===== src/include/dspl_pkg.sv =====
// Constants, types and encodings for the drive slot power and LED block.
// Assumes a 50 MHz system clock from which a 10 MHz reference tick is made.
// Summary of operation
// On drive detection, flag insertion, power the slot, light its LED.
// Each slot has separate 12 V and 5 V rail switch enables.
// First power-on charge pumps the drive about 700 us.
// Over-current on a rail turns off only that rail of that slot.
// Failed rail retried every third second until fault clears or removal.
// Over-current ignored during a rail's initial power-up period.
// One slot powers up at a time, starts spaced one third second.
// One two-colour LED per slot; colour and blink rate encode state.
// Steady green while initialising, blinking green while active.
// Steady amber on failure; about 1 Hz amber for predict or rebuild.
// About 2.5 Hz amber for interrupted rebuild, empty rebuild, identify.
// Management controllers supply per-slot LED requests on output lines.
// Occupancy comes from a per-slot active-low mated interlock.
// Backplane reset clears all power sequencing timing state.
// All timing derives from the 10 MHz reference rate.
// Pump, stagger, retry and blink times come from counted dividers.
package dspl_pkg;

  localparam int unsigned NUM_SLOTS = 10;
  localparam int unsigned SLOT_W    = 4;
  localparam int unsigned CNT_W     = 23;

  localparam int unsigned CLK_SYS_HZ = 50_000_000;
  localparam int unsigned REF_HZ     = 10_000_000;
  localparam int unsigned REF_DIV    = CLK_SYS_HZ / REF_HZ;

  // Nominal times; counts are in reference ticks
  localparam int unsigned PUMP_TIME_US   = 700;
  localparam int unsigned STAGGER_PER_S  = 3;
  localparam int unsigned SLOW_BLINK_X10 = 10;
  localparam int unsigned FAST_BLINK_X10 = 25;

  localparam int unsigned PUMP_TICKS    = (REF_HZ / 1_000_000) * PUMP_TIME_US;
  localparam int unsigned STAGGER_TICKS = REF_HZ / STAGGER_PER_S;
  localparam int unsigned SLOW_HALF_TICKS = (REF_HZ / 2) * 10 / SLOW_BLINK_X10;
  localparam int unsigned FAST_HALF_TICKS = (REF_HZ / 2) * 10 / FAST_BLINK_X10;

  // Requested LED condition from the management controllers
  typedef enum logic [2:0] {
    LED_AUTO,
    LED_GREEN_ON,
    LED_GREEN_BLINK,
    LED_AMBER_ON,
    LED_AMBER_SLOW,
    LED_AMBER_FAST,
    LED_OFF
  } dspl_led_e;

  typedef enum logic [1:0] {
    SEQ_IDLE,
    SEQ_PUMP,
    SEQ_SPACE
  } dspl_seq_e;

  typedef struct packed {
    logic      slot_mated_n;
    logic      overcurrent12;
    logic      overcurrent5;
    logic      removeRequest;
    dspl_led_e ledRequest;
  } dspl_slot_sense_s;

  // Pin idle levels: slot empty, no fault, no request
  localparam dspl_slot_sense_s SENSE_IDLE = '{
    slot_mated_n:  1'b1,
    overcurrent12: 1'b0,
    overcurrent5:  1'b0,
    removeRequest: 1'b0,
    ledRequest:    LED_AUTO
  };

  typedef struct packed {
    logic rail12En;
    logic rail5En;
    logic chargePump;
    logic ledGreen;
    logic ledAmber;
  } dspl_slot_drive_s;

endpackage : dspl_pkg


===== src/core/dspl_slot_power.sv =====
// Ten-slot hot-swap drive power sequencer with over-current retry and LEDs.
// Assumes slot pins and controller request lines are asynchronous;
// reset_n is the backplane reset.
`timescale 1ns/1ps
module dspl_slot_power
  import dspl_pkg::*;
#(
  parameter int unsigned PUMP_CYCLES    = PUMP_TICKS,
  parameter int unsigned STAGGER_CYCLES = STAGGER_TICKS,
  parameter int unsigned SLOW_HALF      = SLOW_HALF_TICKS,
  parameter int unsigned FAST_HALF      = FAST_HALF_TICKS
) (
  input  wire logic                              clk_sys,
  input  wire logic                              reset_n,
  input  wire dspl_slot_sense_s [NUM_SLOTS-1:0] slotSense,
  output dspl_slot_drive_s      [NUM_SLOTS-1:0] slotDrive,
  output logic                  [NUM_SLOTS-1:0] insertEvent,
  output logic                                   seqBusy
);

  function automatic logic [SLOT_W-1:0] firstSet(
    input logic [NUM_SLOTS-1:0] vec
  );
    logic [SLOT_W-1:0] idx;
    idx = '0;
    for (int k = NUM_SLOTS - 1; k >= 0; k--) begin
      if (vec[k]) begin
        idx = SLOT_W'(k);
      end
    end
    return idx;
  endfunction : firstSet

  // Returns {green, amber}
  function automatic logic [1:0] ledFor(
    input dspl_led_e code,
    input logic      powered,
    input logic      failed,
    input logic      slow,
    input logic      fast
  );
    logic [1:0] ga;
    ga = 2'h0;
    case (code)
      LED_GREEN_ON:    ga = 2'h2;
      LED_GREEN_BLINK: ga = {fast, 1'b0};
      LED_AMBER_ON:    ga = 2'h1;
      LED_AMBER_SLOW:  ga = {1'b0, slow};
      LED_AMBER_FAST:  ga = {1'b0, fast};
      LED_OFF:         ga = 2'h0;
      LED_AUTO: begin
        if (failed) begin
          ga = 2'h1;
        end else if (powered) begin
          ga = 2'h2;
        end
      end
      default:         ga = 2'h0;
    endcase
    return ga;
  endfunction : ledFor

  // Two-flop synchronisers for every slot pin and request line
  dspl_slot_sense_s [NUM_SLOTS-1:0] senseMeta;
  dspl_slot_sense_s [NUM_SLOTS-1:0] senseSync;

  always_ff @(posedge clk_sys or negedge reset_n) begin
    if (!reset_n) begin
      // Idle pin levels, so no false insertion follows reset
      senseMeta <= {NUM_SLOTS{SENSE_IDLE}};
      senseSync <= {NUM_SLOTS{SENSE_IDLE}};
    end else begin
      senseMeta <= slotSense;
      senseSync <= senseMeta;
    end
  end

  logic [NUM_SLOTS-1:0] mated;
  logic [NUM_SLOTS-1:0] matedPrev;
  logic [NUM_SLOTS-1:0] want;
  logic [NUM_SLOTS-1:0] oc12;
  logic [NUM_SLOTS-1:0] oc5;

  always_comb begin
    for (int s = 0; s < NUM_SLOTS; s++) begin
      mated[s] = ~senseSync[s].slot_mated_n;
      want[s]  = mated[s] & ~senseSync[s].removeRequest;
      oc12[s]  = senseSync[s].overcurrent12;
      oc5[s]   = senseSync[s].overcurrent5;
    end
  end

  always_ff @(posedge clk_sys or negedge reset_n) begin
    if (!reset_n) begin
      matedPrev   <= '0;
      insertEvent <= '0;
    end else begin
      matedPrev   <= mated;
      insertEvent <= mated & ~matedPrev;
    end
  end

  // 10 MHz reference tick; every timer below counts these
  logic [2:0] refDivCnt;
  logic       refTick;

  always_ff @(posedge clk_sys or negedge reset_n) begin
    if (!reset_n) begin
      refDivCnt <= '0;
      refTick   <= 1'b0;
    end else if (refDivCnt == 3'(REF_DIV - 1)) begin
      refDivCnt <= '0;
      refTick   <= 1'b1;
    end else begin
      refDivCnt <= refDivCnt + 1'b1;
      refTick   <= 1'b0;
    end
  end

  // Power-up sequencer: one slot at a time, spaced by the stagger interval
  dspl_seq_e         seqState;
  logic [CNT_W-1:0]  seqCnt;
  logic [SLOT_W-1:0] curSlot;
  logic [NUM_SLOTS-1:0] powered;
  logic [NUM_SLOTS-1:0] pending;
  logic [NUM_SLOTS-1:0] pumping;

  assign pending = want & ~powered;

  always_comb begin
    pumping = '0;
    if (seqState == SEQ_PUMP) begin
      pumping[curSlot] = powered[curSlot];
    end
  end

  always_ff @(posedge clk_sys or negedge reset_n) begin
    if (!reset_n) begin
      seqState <= SEQ_IDLE;
      seqCnt   <= '0;
      curSlot  <= '0;
    end else begin
      case (seqState)
        SEQ_IDLE: begin
          seqCnt <= '0;
          if (|pending) begin
            curSlot  <= firstSet(pending);
            seqState <= SEQ_PUMP;
          end
        end
        SEQ_PUMP: begin
          if (refTick) begin
            seqCnt <= seqCnt + 1'b1;
            if (seqCnt == CNT_W'(PUMP_CYCLES - 1)) begin
              seqState <= SEQ_SPACE;
            end
          end
        end
        SEQ_SPACE: begin
          if (refTick) begin
            seqCnt <= seqCnt + 1'b1;
            // One extra tick: tick phase must never shorten the spacing
            if (seqCnt == CNT_W'(STAGGER_CYCLES)) begin
              seqState <= SEQ_IDLE;
            end
          end
        end
        default: seqState <= SEQ_IDLE;
      endcase
    end
  end

  always_ff @(posedge clk_sys or negedge reset_n) begin
    if (!reset_n) begin
      powered <= '0;
    end else begin
      for (int s = 0; s < NUM_SLOTS; s++) begin
        if (!want[s]) begin
          powered[s] <= 1'b0;
        end else if (seqState == SEQ_IDLE &&
                     firstSet(pending) == SLOT_W'(s) && pending[s]) begin
          powered[s] <= 1'b1;
        end
      end
    end
  end

  // Retry timer and the blanking window that follows each retry
  logic [CNT_W-1:0] retryCnt;
  logic             retryTick;
  logic [CNT_W-1:0] blankCnt;
  logic             blankActive;
  logic             blankEnd;

  assign blankActive = (blankCnt != '0);
  assign blankEnd    = refTick && (blankCnt == CNT_W'(1));

  always_ff @(posedge clk_sys or negedge reset_n) begin
    if (!reset_n) begin
      retryCnt  <= '0;
      retryTick <= 1'b0;
    end else begin
      retryTick <= 1'b0;
      if (refTick) begin
        if (retryCnt == CNT_W'(STAGGER_CYCLES - 1)) begin
          retryCnt  <= '0;
          retryTick <= 1'b1;
        end else begin
          retryCnt <= retryCnt + 1'b1;
        end
      end
    end
  end

  always_ff @(posedge clk_sys or negedge reset_n) begin
    if (!reset_n) begin
      blankCnt <= '0;
    end else if (retryTick) begin
      blankCnt <= CNT_W'(PUMP_CYCLES);
    end else if (refTick && blankActive) begin
      blankCnt <= blankCnt - 1'b1;
    end
  end

  // Over-current trip, per rail; the other rail of the slot is untouched
  logic [NUM_SLOTS-1:0] ocOff12;
  logic [NUM_SLOTS-1:0] ocOff5;
  logic [NUM_SLOTS-1:0] fault12;
  logic [NUM_SLOTS-1:0] fault5;
  logic [NUM_SLOTS-1:0] trip12;
  logic [NUM_SLOTS-1:0] trip5;

  always_comb begin
    for (int s = 0; s < NUM_SLOTS; s++) begin
      trip12[s] = oc12[s] & slotDrive[s].rail12En & ~pumping[s] &
                  ~(blankActive & fault12[s]);
      trip5[s]  = oc5[s] & slotDrive[s].rail5En & ~pumping[s] &
                  ~(blankActive & fault5[s]);
    end
  end

  // Trip beats a same-cycle retry or clear
  always_ff @(posedge clk_sys or negedge reset_n) begin
    if (!reset_n) begin
      ocOff12 <= '0;
      ocOff5  <= '0;
      fault12 <= '0;
      fault5  <= '0;
    end else begin
      for (int s = 0; s < NUM_SLOTS; s++) begin
        if (!want[s]) begin
          ocOff12[s] <= 1'b0;
          ocOff5[s]  <= 1'b0;
          fault12[s] <= 1'b0;
          fault5[s]  <= 1'b0;
        end else begin
          if (trip12[s]) begin
            ocOff12[s] <= 1'b1;
            fault12[s] <= 1'b1;
          end else if (retryTick) begin
            ocOff12[s] <= 1'b0;
          end else if (blankEnd && !ocOff12[s]) begin
            fault12[s] <= 1'b0;
          end
          if (trip5[s]) begin
            ocOff5[s] <= 1'b1;
            fault5[s] <= 1'b1;
          end else if (retryTick) begin
            ocOff5[s] <= 1'b0;
          end else if (blankEnd && !ocOff5[s]) begin
            fault5[s] <= 1'b0;
          end
        end
      end
    end
  end

  logic slowPhase;
  logic fastPhase;

  dspl_blink_gen #(
    .SLOW_HALF (SLOW_HALF),
    .FAST_HALF (FAST_HALF)
  ) blinkGen (
    .clk_sys   (clk_sys),
    .reset_n   (reset_n),
    .refTick   (refTick),
    .slowPhase (slowPhase),
    .fastPhase (fastPhase)
  );

  // All slot drive outputs and seqBusy are registered here; insertEvent is registered above
  always_ff @(posedge clk_sys or negedge reset_n) begin
    if (!reset_n) begin
      slotDrive <= '0;
      seqBusy   <= 1'b0;
    end else begin
      seqBusy <= (seqState != SEQ_IDLE);
      for (int s = 0; s < NUM_SLOTS; s++) begin
        slotDrive[s].rail12En   <= powered[s] & want[s] &
                                   ~ocOff12[s] & ~trip12[s];
        slotDrive[s].rail5En    <= powered[s] & want[s] &
                                   ~ocOff5[s] & ~trip5[s];
        slotDrive[s].chargePump <= pumping[s] & want[s];
        {slotDrive[s].ledGreen, slotDrive[s].ledAmber} <=
          ledFor(senseSync[s].ledRequest, powered[s],
                 fault12[s] | fault5[s], slowPhase, fastPhase);
      end
    end
  end

  logic [NUM_SLOTS-1:0] pumpOut;

  always_comb begin
    for (int s = 0; s < NUM_SLOTS; s++) begin
      pumpOut[s] = slotDrive[s].chargePump;
    end
  end

  for (genvar g = 0; g < NUM_SLOTS; g++) begin : gSlotChk

  end
endmodule : dspl_slot_power


===== src/core/dspl_blink_gen.sv =====
// Blink phase generator for the slot LEDs.
// Assumes a one-cycle reference tick enable from the caller.
`timescale 1ns/1ps
module dspl_blink_gen
  import dspl_pkg::*;
#(
  parameter int unsigned SLOW_HALF = SLOW_HALF_TICKS,
  parameter int unsigned FAST_HALF = FAST_HALF_TICKS
) (
  input  wire logic clk_sys,
  input  wire logic reset_n,
  input  wire logic refTick,
  output logic      slowPhase,
  output logic      fastPhase
);

  logic [CNT_W-1:0] slowCnt;
  logic [CNT_W-1:0] fastCnt;

  always_ff @(posedge clk_sys or negedge reset_n) begin
    if (!reset_n) begin
      slowCnt   <= '0;
      slowPhase <= 1'b0;
    end else if (refTick) begin
      if (slowCnt == CNT_W'(SLOW_HALF - 1)) begin
        slowCnt   <= '0;
        slowPhase <= ~slowPhase;
      end else begin
        slowCnt <= slowCnt + 1'b1;
      end
    end
  end

  always_ff @(posedge clk_sys or negedge reset_n) begin
    if (!reset_n) begin
      fastCnt   <= '0;
      fastPhase <= 1'b0;
    end else if (refTick) begin
      if (fastCnt == CNT_W'(FAST_HALF - 1)) begin
        fastCnt   <= '0;
        fastPhase <= ~fastPhase;
      end else begin
        fastCnt <= fastCnt + 1'b1;
      end
    end
  end

endmodule : dspl_blink_gen


===== config.mk =====
export PLATFORM = sky130hd
export DESIGN_NAME = dspl_slot_power
export DESIGN_NICKNAME = d
export VERILOG_FILES = /design/src/include/dspl_pkg.sv /design/src/core/dspl_slot_power.sv /design/src/core/dspl_blink_gen.sv
export SDC_FILE = /design/constraint.sdc
export NUM_CORES = 1
export LEC_CHECK = 0
export ABC_AREA = 0
export BUFFER_PORTS_ARGS = -buffer_cell sky130_fd_sc_hd__clkbuf_2
export CAP_MARGIN = 20
export CORE_MARGIN = 1
export CORE_UTILIZATION = 59
export DETAILED_ROUTE_END_ITERATION = 8
export PLACE_DENSITY = 0.85
export SLEW_MARGIN = 25
export SYNTH_ARGS = -nofsm -noshare
export SYNTH_HDL_FRONTEND = slang
export SYNTH_HIERARCHICAL = 1
export SYNTH_SLANG_ARGS = --single-unit
export TNS_END_PERCENT = 100

===== constraint.sdc =====
create_clock -name clk_sys -period 2.85 [get_ports clk_sys]
set_clock_uncertainty 0.2 [all_clocks]
set_input_delay 0.57 -clock clk_sys [delete_from_list [all_inputs] [get_ports clk_sys]]
set_output_delay 0.57 -clock clk_sys [all_outputs]
set_load 0.05 [all_outputs]

## Word-level counts from Yosys, hierarchy flattened

Index checks and enable logic that the tools add are counted.

| word-level totals | value |
|---|---|
| register bits | 389 |
| latch bits | 0 |
| RAM bits | 0 |
| ROM bits | 0 |
| bits of input ports | 72 |
| output and inout bits | 61 |
| logic and storage cells | 943 |
| memories | 0 |

| operators by class | value |
|---|---|
| $add $sub $neg | 6 |
| multiply operators | 0 |
| divide/modulo/power cells | 0 |
| magnitude comparators | 2 |
| equality and inequality tests | 144 |
| shift-type cells | 0 |
| mux-type cells | 213 |
| bitwise gates (word level) | 257 |
| reduce and logical (&&, ||, !) cells | 106 |

Operators with widths:

| kind | count |
|---|---|
| $and A1 B1 Y1 | 150 |
| $mux W1 | 146 |
| $mux W23 | 6 |
| $ne A3 B1 Y1 const B | 40 |
| $pmux W2 S6 | 10 |
| $add A23 B1 Y23 const B | 4 |
| $not A1 Y1 | 92 |
| $mux W4 | 20 |
| $eq A3 B3 Y1 const B | 21 |
| $eq A3 B2 Y1 const B | 20 |
| $ne A3 B2 Y1 const B | 20 |
| $mux W2 | 25 |
| $reduce_and A2 Y1 | 24 |
| $eq A23 B22 Y1 const B | 2 |
| $pmux W23 S2 | 1 |
| $logic_and A1 B1 Y1 | 43 |
| $and A10 B10 Y10 | 3 |
| $eq A3 B1 Y1 const B | 10 |
| $logic_not A3 Y1 | 10 |
| $ne A2 B1 Y1 const B | 12 |
| $eq A23 B1 Y1 const B | 1 |
| $eq A23 B13 Y1 const B | 1 |
| $eq A23 B21 Y1 const B | 1 |
| $eq A23 B23 Y1 const B | 1 |
| 26 further kinds | 65 |

## Longest topological paths before layout

Gate-level depths: netlist of run 1.

| logic depth | value |
|---|---|
| word-level depth | 19 |
| gate-level depth with buffers | 8 |
| mapped depth without buffers | 7 |

## Cells and area by module

The synthesis of run 1 kept the hierarchy.

Modules (own cells, without submodules):

| module | instances | cells each | area an instance (um^2) | seq. area each (um^2) |
|---|---|---|---|---|
| dspl_slot_power | 1 | 1,089 | 12,813.5 | 8,558.2 |
| dspl_blink_gen | 1 | 235 | 2,413.6 | 1,201.2 |

## Worst setup path before layout of run 1

OpenSTA, ideal clock, no wires.

| timing | value |
|---|---|
| kind | reg2reg |
| start point | reg blankCnt[17] |
| end point | reg fault12[2] |
| setup time | 0.135 ns |
| data arrival time | 2.283 ns |
| data required time | 2.515 ns |
| path slack | 0.233 ns |
| cell stages (with the launch flop) | 8 |
| path buffers | 2 |
| period minus slack after synthesis | 2.617 ns |
| path through | dfrtp_1 -> or4_4 -> or4_4 -> buf_6 -> or3_4 -> buf_6 -> o21ai_1 -> a21oi_1 |

| between the ends | value |
|---|---|
| longest elaborated chain between the ends | 6 |
| elaborated cells on any way between the ends | 12 |
| those cells by class | 3 x eq/ne; 2 x mux; 3 x bitwise; 4 x reduce/logical |

Ends and longest elaborated chain:

| element | line | text |
|---|---|---|
| start: declaration | dspl_slot_power.sv:191 | `logic [CNT_W-1:0] blankCnt;` |
| start signal: assignment | dspl_slot_power.sv:219 | `blankCnt <= CNT_W'(PUMP_CYCLES);` |
| start signal: assignment | dspl_slot_power.sv:221 | `blankCnt <= blankCnt - 1'b1;` |
| $reduce_bool A23 Y1 | dspl_slot_power.sv:195 | `assign blankActive = (blankCnt != '0);` |
| $and A1 B1 Y1 | dspl_slot_power.sv:236 | `~(blankActive & fault12[s]);` |
| $not A1 Y1 | dspl_slot_power.sv:236 |  |
| $and A1 B1 Y1 | dspl_slot_power.sv:235 | `trip12[s] = oc12[s] & slotDrive[s].rail12En & ~pumping[s] &` |
| $ne A3 B1 Y1 (no source line) (tied with other cells) | - |  |
| $reduce_and A2 Y1 (no source line) or $mux W1 (tied branches) | - |  |
| end signal: assignment | dspl_slot_power.sv:247 | `fault12 <= '0;` |
| end signal: indexed assignment | dspl_slot_power.sv:254 | `fault12[s] <= 1'b0;` |
| end signal: indexed assignment | dspl_slot_power.sv:259 | `fault12[s] <= 1'b1;` |
| end: declaration | dspl_slot_power.sv:228 | `logic [NUM_SLOTS-1:0] fault12;` |

Several ways; a longest one is shown, not always the timed one.
A chain may end at the register's enable or synchronous reset.

## Final worst setup path of run 1

| timing | value |
|---|---|
| start point | reg blankCnt[17] |
| end point | reg fault12[7] |

Same word-level chain as after synthesis.

==> run summary, run 1 <==
Synth unique cells = 74
WL per Instance = 19.56 um
Die height = 162.7 um
Reg-to-reg slack, setup = 0.05 ns
DRC = 0
Syn. warnings = 6
Critical path launch point type = flip-flop
Post-synth EDFFs = 0
Crit path max fanout = 17
Share of cells above drive strength 1 = 17.20%
Placer Congestion = 0.8803
Clk_lat worst skew = 0.55 ns
#FFs+latches synth = 389
P&R area growth vs syn = 20.94%
Post-synthesis sequential area ratio = 64.09%
Initial drt markers = 1076
GRT Total Usage = 29.37%
N_diodes = 0
Synth Cell Area = 0.01523 mm^2
Critical path class = flip-flop to flip-flop
Area share of the leading cell type in the synthesized netlist = 60.64%
Min Tclk post-route = 2.801 ns
DRT antenna net count = 0
Port buffer count = 132
Worst slew pin tran = 0.8026 ns
Most frequent cell after synthesis = dfrtp_1
Leak = 0.008333 uW
Hold_sp = senseMeta[37]
Final Hold Fails = 0
Io pins = 133
Top cells by area, synth = dfrtp_1, dfstp_2, nor2_1, a21oi_1, nand4_1
Initial core utilization = 60.30%
Final period util = 98.29%
Die width = 162.7 um
Cell taking the most area after synthesis = dfrtp_1
Fin. max-slew vios = 0
Worst setup EP type = flip-flop
Post-synth ARST share = 100.0%
CTS sink count = 389
Die ar. = 0.02646 mm^2
Via count = 11556
Maximum clock insertion buffer count = 3
Drt first pass iters = 6
Vias in the first global route = 11683
Max-slew headroom = 46.49%
Post-route setup slack = 0.04876 ns
Worst endpoint required time = 3.09 ns
H-tree depth = 2
Fill cells = 1588
Status = finished clean
Fmax = 357.0 MHz
Root buf cell = clkbuf_16
Row Count = 58
WHS Endpoint = senseSync[37]
GRT overflow = 0
RSZ-0062 raised after global routing = no
Hold slack = 0.1425 ns
Syn avg cell area = 11.50 um^2
R2r worst-path depth = 6
Largest net degree at the start of global routing = 80
Syn nets = 1409
# Max-Cap Violations = 0
Worst-path clk slew = 0.06 ns
Worst vdd ir = 538.5 uV
Fin nets = 1641
Avg Vias per Cell = 6.028
Core region area = 0.02525 mm^2
Post-DP HPWL = 22.96 mm
Cell area power density = 620.6 mW/mm^2
Cts bufs inserted = 39
Antenna violations before repair = 0
RR Endpoint = fault12[7]
R2r startpoint = blankCnt[17]
Setup TNS = 0 ns
Total routed wirelength = 37.49 mm
First-pass GRT wire length = 60.24 mm
CTS tree = built
Setup-failing EPs final = 0
Syn Inst Count = 1324
Crit path DAT = 3.04 ns
Main synth FF type = dfrtp_1
Hold Crit Class = flip-flop to flip-flop
Post-synth top cells = dfrtp_1, nor2_1, a21oi_1, nand2_1, nand4_1
Place WS = 0.1494 ns
Hold depth = 0
Setup crit start = blankCnt[17]
[kinds of logic after synthesis]
| kind of cell | synth area share (%) |
|---|---|
| adders and majority gates | 1.068 |
| xor gates and xnor gates | 3.624 |
| buffers and inverters | 2.366 |
| AOI/OAI and AO/OA | 9.252 |
| and+or+nand+nor | 18.51 |
| muxes | 1.085 |
| DFF | 64.09 |
[where the power goes]
group          internal [uW]  total (uW)  leakage (uW)  switching (uW)
combinational            159         441       0.00270             282
clock                   3110        5250      0.000645            2140
sequential              5660        5740       0.00499            81.3
total                   8930       11400       0.00833            2500
[critical path, cell delays in order, from the launching register on]
cell and delay (ns):
dfrtp_1 0.42, or4_4 0.57, or4_4 0.57, buf_4 0.24, o21ai_0 0.23, nand4_1 0.20
a21oi_1 0.27
[layout make-up]
class	count	area, um^2	share of cell area (%)
Timing Repair Buffer	228	1632	8.859
Tap cell	330	412.9	2.242
Sequential cell	389	9759	52.99
Inverter	48	180.2	0.9783
Multi-Input combinational cell	850	5107	27.73
Clock buffer	60	1166	6.332
Clock inverter	12	158.9	0.8628
[state kept, by name, indices dropped and copies added, names as in the netlist, 2 cells and up]
name,flops
blankCnt,23
blinkGen/fastCnt,23
blinkGen/slowCnt,23
curSlot,4
fault12,10
fault5,10
insertEvent,10
matedPrev,10
oc12,10
oc5,10
ocOff12,10
ocOff5,10
powered,10
refDivCnt,3
retryCnt,23
senseMeta,70
senseSync,50
seqCnt,23
seqState,2
slotDrive,50
[per-layer routing]
metal	part of all wire [%]	routed length [um]	up-vias	GRT usage (%)
met4	5.7	2127	0	16.82
li1	-	-	5165	-
met5	0	0	-	0
met3	6.9	2577	138	6.213
met2	49	18260	548	47.94
met1	39	14520	5705	36.53
[stage by stage]
step | total power (uW) | cell area (um^2) | std cells | util [%]
after global placement | 6173 | 16380 | 1774 | 64.86
final | 11430 | 18420 | 1917 | 72.92
after floorplan | 5944 | 15230 | 1324 | -
after global routing | 11780 | 18420 | 1917 | 72.92
after detailed placement | 6190 | 16380 | 1774 | 64.86
after CTS | 11460 | 18420 | 1917 | 72.92
[worst max-delay path by stage]
stage	endpoint	slack (ns)	cells after the start
after floorplan	fault12[2]	0.23	7
after global placement	fault12[0]	0.24	5
after detailed placement	blankCnt[15]	0.15	6
after CTS	fault12[1]	0.11	5
after global routing	fault5[2]	0.004	5
final	fault12[7]	0.05	6
[repair_timing]
| action | 4_1_cts | 5_1_grt |
|---|---|---|
| gates resized for setup | 0 | 1 |
| hold buffers | 71 | 0 |
| buffers inserted | 0 | 0 |
| endpoints found under the setup margin | 0 | 1 |
| hold endpoints to repair | 121 | 0 |
[cells in the final DEF (no fill, tap or decap), types with 12 or more instances in the layout]
master / count
inv_1: 47
nor3_1: 32
a21oi_1: 86
o31ai_1: 23
o21ai_0: 55
nand2_1: 72
or2_2: 13
clkbuf_16: 40
dfrtp_1: 369
mux2i_1: 12
or3_1: 23
nand4_1: 58
buf_4: 20
xor2_1: 32
o21ai_1: 33
dlygate4sd3_1: 71
nor2_1: 132
clkbuf_2: 131
nand3_1: 45
xnor2_1: 31
nand2b_1: 25
ha_1: 13
dfstp_2: 20
nor4_1: 21
nor3b_1: 21
No activity file was read; power rests on OpenSTA's default activity.
==> inputs of run 2 (changes only) <==
--- a/config.mk
+++ b/config.mk
@@ -12,6 +12,7 @@
 export CORE_UTILIZATION = 59
 export DETAILED_ROUTE_END_ITERATION = 8
 export PLACE_DENSITY = 0.85
+export RECOVER_POWER = 100
 export SLEW_MARGIN = 25
 export SYNTH_ARGS = -nofsm -noshare
 export SYNTH_HDL_FRONTEND = slang
==> run summary, run 2 (same netlist as run 1, synthesis figures left out) <==
Status = finished with violations
Failing checks = max-capacitance violations, max-slew violations
N_diodes = 0
Crit path DAT = 3.01 ns
Die height = 162.7 um
Design Area, Final = 0.01823 mm^2
Row Count = 58
Register area = 0.009759 mm^2
Post-DP HPWL = 22.96 mm
Hold slack = 0.1420 ns
Multi-input gate area = 0.005077 mm^2
Setup crit start = blankCnt[17]
RSZ-0062 raised after global routing = no
Core region area = 0.02525 mm^2
R2r startpoint = blankCnt[17]
Antenna violations before repair = 0
Most frequent cells in the layout = dfrtp_1, nor2_1, clkbuf_1
Initial drt markers = 1087
Worst endpoint required time = 3.09 ns
Critical path launch point type = flip-flop
CTS tree = built
Via count = 11567
Crit path max fanout = 17
Postcts setup bufs = 0
GRT Total Usage = 29.37%
Hold_sp = senseMeta[37]
P&R area growth vs syn = 19.73%
Leak = 0.007995 uW
Placer Congestion = 0.8803
Final Hold Fails = 0
Largest net degree at the start of global routing = 80
Total power = 11400 uW
DRT antenna net count = 0
Final period util = 97.36%
Max-slew headroom = -5.047%
Max reg flops = 70
Cts bufs inserted = 39
H-tree depth = 2
Place WS = 0.1494 ns
Clk_lat worst skew = 0.54 ns
Setup-failing EPs final = 0
Fin. max-slew vios = 57
Fill cells = 1661
Drt first pass iters = 8
Critical path class = flip-flop to flip-flop
Most common cell after layout, fill and taps aside = dfrtp_1
GRT overflow = 0
Area of placed instances = 0.01638 mm^2
Worst slew pin tran = 1.576 ns
Root buf cell = clkbuf_16
Post-route setup slack = 0.07521 ns
CTS sink count = 389
Maximum clock insertion buffer count = 3
Largest regs = senseMeta (70), senseSync (50), slotDrive (50)
Total routed wirelength = 37.49 mm
Hold Crit Class = flip-flop to flip-flop
# Max-Cap Violations = 1
Worst setup EP type = flip-flop
Avg Vias per Cell = 6.034
Setup TNS = 0 ns
Fin nets = 1641
Min Tclk post-route = 2.775 ns
Fmax = 360.4 MHz
Vias in the first global route = 11683
Port buffer count = 132
Io pins = 133
WL per Instance = 19.56 um
Die ar. = 0.02646 mm^2
Die width = 162.7 um
DRC = 0
First-pass GRT wire length = 60.24 mm
Largest register by flop count = senseMeta
Share of cells above drive strength 1 = 11.03%
Worst vdd ir = 539.9 uV
Initial core utilization = 60.30%
Cell area power density = 625.5 mW/mm^2
Worst-path clk slew = 0.06 ns
[run 2: changes by cell type in the layout (fill, tap and decap cells not counted), moves of 9 or more]
cell | before | now
buf_4 | 20 | 11
clkbuf_2 | 131 | 57
o21ai_1 | 33 | 12
dfstp_2 | 20 | 10
dfstp_1 | 0 | 10
o21ai_0 | 55 | 76
clkbuf_1 | 11 | 94
[run 2: worst max-delay path: stages (launching register included)]
cell and delay [ns]:
dfrtp_1 0.42, or4_4 0.57, or4_4 0.57, buf_4 0.24
o21ai_0 0.22, nand4_1 0.19, a21oi_1 0.27
[run 2: worst paths after layout]
path	end	slack (ns)	depth (start not counted)
worst max-delay path	fault12[7]	0.08	6
worst min-delay path	senseSync[37]	0.14	0
worst max register to register	fault12[7]	0.08	6
worst min register to register	senseSync[37]	0.14	0
max in group asynchronous	fault12[6]	0.34	3
min in group asynchronous	insertEvent[4]	0.78	2
[run 2: routing by layer]
layer | track usage, % | part of all wire (%) | wire length, um
met5 | 0 | 0 | 0
met1 | 36.53 | 38 | 14240
met3 | 6.213 | 7.5 | 2802
met4 | 16.82 | 5.9 | 2213
met2 | 47.94 | 49 | 18240
[run 2: per-stage QoR]
step / instances / util (%)
4_1_cts: 1917 / 72.92
3_3_place_gp: 1774 / 64.86
6_report: 1917 / 72.19
5_1_grt: 1917 / 72.19
2_1_floorplan: 1324 / -
3_5_place_dp: 1774 / 64.86
[run 2: repair_timing]
item,CTS,global route
gates resized for setup,0,1
hold endpoints to repair,121,0
hold buffers,71,0
setup endpoints to repair,0,1
[run 2: cell type report]
class | count | share of cell area (%)
well taps | 330 | 2.265
clock inverters | 12 | 0.8716
repair buffers | 228 | 8.098
inverters | 48 | 0.9883
multi-input cells | 850 | 27.85
flip-flops and latches | 389 | 53.53
clock buffers | 60 | 6.396
[run 2: power breakdown]
group,total [uW],internal [uW],switching [uW],leakage [uW]
sequential,5740,5660,80.9,0.00498
clock,5240,3110,2130,0.000645
combinational,428,148,281,0.00237
==> inputs of run 3 (changes only) <==
--- a/config.mk
+++ b/config.mk
@@ -11,7 +11,7 @@
 export CORE_MARGIN = 1
 export CORE_UTILIZATION = 59
 export DETAILED_ROUTE_END_ITERATION = 8
-export PLACE_DENSITY = 0.85
+export PLACE_DENSITY_LB_ADDON = 0.05
 export RECOVER_POWER = 100
 export SLEW_MARGIN = 25
 export SYNTH_ARGS = -nofsm -noshare
==> run summary, run 3 (same netlist as run 1, synthesis figures left out) <==
DRC = 0
Max-slew headroom = -25.30%
GRT overflow = 0
Cts repair resizes = 0
First-pass GRT wire length = 54.91 mm
Leak = 0.008047 uW
RR Endpoint = fault5[0]
Clk_lat worst skew = 0.53 ns
Sequential Power Share = 51.2%
Placer Congestion = 0.8542
Fin nets = 1644
Worst slew pin tran = 1.879 ns
Most frequent cells in the layout = dfrtp_1, nor2_1, clkbuf_1
Largest net degree at the start of global routing = 71
Status = finished with violations
Critical path launch point type = flip-flop
P&R area growth vs syn = 19.76%
Cts bufs inserted = 39
CTS sink count = 389
Most common cell after layout, fill and taps aside = dfrtp_1
Max reg flops = 70
Root buf cell = clkbuf_16
Antenna violations before repair = 0
Fin. max-slew vios = 66
NetSw = 2416 uW
Min Tclk post-route = 2.716 ns
Die ar. = 0.02646 mm^2
Largest register by flop count = senseMeta
Largest regs = senseMeta (70), senseSync (50), slotDrive (50)
Sw frac = 21.61%
Post-CTS Hold Fix Bufs = 71
Worst vdd ir = 542.8 uV
Crit-path slowest cell = or4_4
Die height = 162.7 um
Critical path class = flip-flop to flip-flop
Die width = 162.7 um
Crit path max fanout = 20
Worst endpoint required time = 3.05 ns
Final Hold Fails = 0
Setup-failing EPs final = 0
Worst setup EP type = flip-flop
H-tree depth = 2
Share of cells above drive strength 1 = 11.19%
Worst-path clk slew = 0.06 ns
Crit-path max cell delay = 0.59 ns
RSZ-0062 raised after global routing = no
R2r startpoint = blankCnt[17]
Io pins = 133
Initial core utilization = 60.30%
Drt first pass iters = 5
Family with the most delay on the worst path = simple AND/OR/NAND/NOR gates
Via count = 11019
Vias in the first global route = 11123
Fmax = 368.2 MHz
CTS tree = built
CP dominant cell by count = or4_4
Postcts setup bufs = 0
CP Cell Sequence = or4_4, or4_4, or3_4, o21ai_0, a21oi_1
Total power = 11180 uW
Reg-to-reg slack, setup = 0.13 ns
Combinational power share = 3.8%
Failing checks = max-capacitance violations, max-slew violations
Initial drt markers = 739
Hold Crit Class = flip-flop to flip-flop
Total routed wirelength = 33.96 mm
N_diodes = 0
DRT antenna net count = 0
Avg Vias per Cell = 5.739
Row Count = 58
Crit path capture = fault5[0]
GRT Total Usage = 26.34%
Bufs and invs on worst path = 0
Maximum clock insertion buffer count = 3
Crit. path cell count = 5
Cell area power density = 613.3 mW/mm^2
Port buffer count = 132
Core region area = 0.02525 mm^2
Final period util = 95.30%
Post-DP HPWL = 22.82 mm
Crit path DAT = 2.92 ns
Setup crit start = blankCnt[17]
WL per Instance = 17.69 um
R2r worst-path depth = 5
Clk pwr share = 44.9%
# Max-Cap Violations = 1
Setup TNS = 0 ns
Internal = 8767 uW
Fill cells = 1844
==> run 3: changes by cell type in the layout (fill, tap and decap cells not counted), moves of 2 or more <==
cell / before / now
buf_4: 11 / 14
clkbuf_2: 57 / 62
clkbuf_8: 9 / 6
clkinvlp_4: 2 / 0
o21ai_0: 76 / 85
o21ai_1: 12 / 4
==> run 3: layer usage <==
metal	track usage [%]	up-vias	share of wire (%)
met5	0	-	0
met4	10.15	0	3.3
met3	4.227	77	5.1
met2	44.06	301	49
met1	34.78	5460	43
li1	-	5181	-
==> run 3: how the worst min path moves through the flow <==
stage                              from            end  slack, ns  cells past startpoint
after floorplan                 reset_n    blankCnt[0]       0.07                      0
after global placement    senseMeta[12]        oc12[1]       0.13                      0
after detailed placement  senseMeta[12]        oc12[1]       0.13                      0
after CTS                 senseMeta[12]        oc12[1]       0.14                      0
after global routing      senseMeta[14]  senseSync[14]       0.15                      0
final                     senseMeta[12]        oc12[1]       0.14                      0
==> run 3: stage by stage <==
| stage | hold WS, ns | area [um^2] | std cells | utilization, % | setup slack, ns |
|---|---|---|---|---|---|
| floorplan | 0.07441 | 15230 | 1324 | - | 0.2327 |
| global placement | 0.1320 | 16430 | 1777 | 65.05 | 0.1757 |
| detailed placement | 0.1347 | 16430 | 1777 | 65.05 | 0.1404 |
| CTS | 0.1411 | 18400 | 1920 | 72.87 | 0.1239 |
| global route | 0.1530 | 18240 | 1920 | 72.21 | 0.03405 |
| finish | 0.1407 | 18240 | 1920 | 72.21 | 0.1339 |
==> run 3: power by group through the flow <==
| stage | Sequential [uW] | Combinational [uW] | Clock [uW] |
|---|---|---|---|
| after detailed placement | 5830 | 363 | 0 |
| after global placement | 5830 | 357 | 0 |
| after global routing | 5740 | 474 | 5360 |
| after floorplan | 5870 | 71.0 | 0 |
| after CTS | 5730 | 444 | 5120 |
| final | 5730 | 427 | 5030 |
==> run 3: area by class of cell <==
| type | instances | area (um^2) | share of cell area, % |
|---|---|---|---|
| Sequential cell | 389 | 9759 | 53.52 |
| Multi-Input combinational cell | 850 | 5087 | 27.90 |
| Timing Repair Buffer | 231 | 1533 | 8.405 |
| Clock buffer | 63 | 1147 | 6.292 |
| Tap cell | 330 | 412.9 | 2.264 |
| Inverter | 48 | 180.2 | 0.9880 |
| Clock inverter | 9 | 116.4 | 0.6381 |
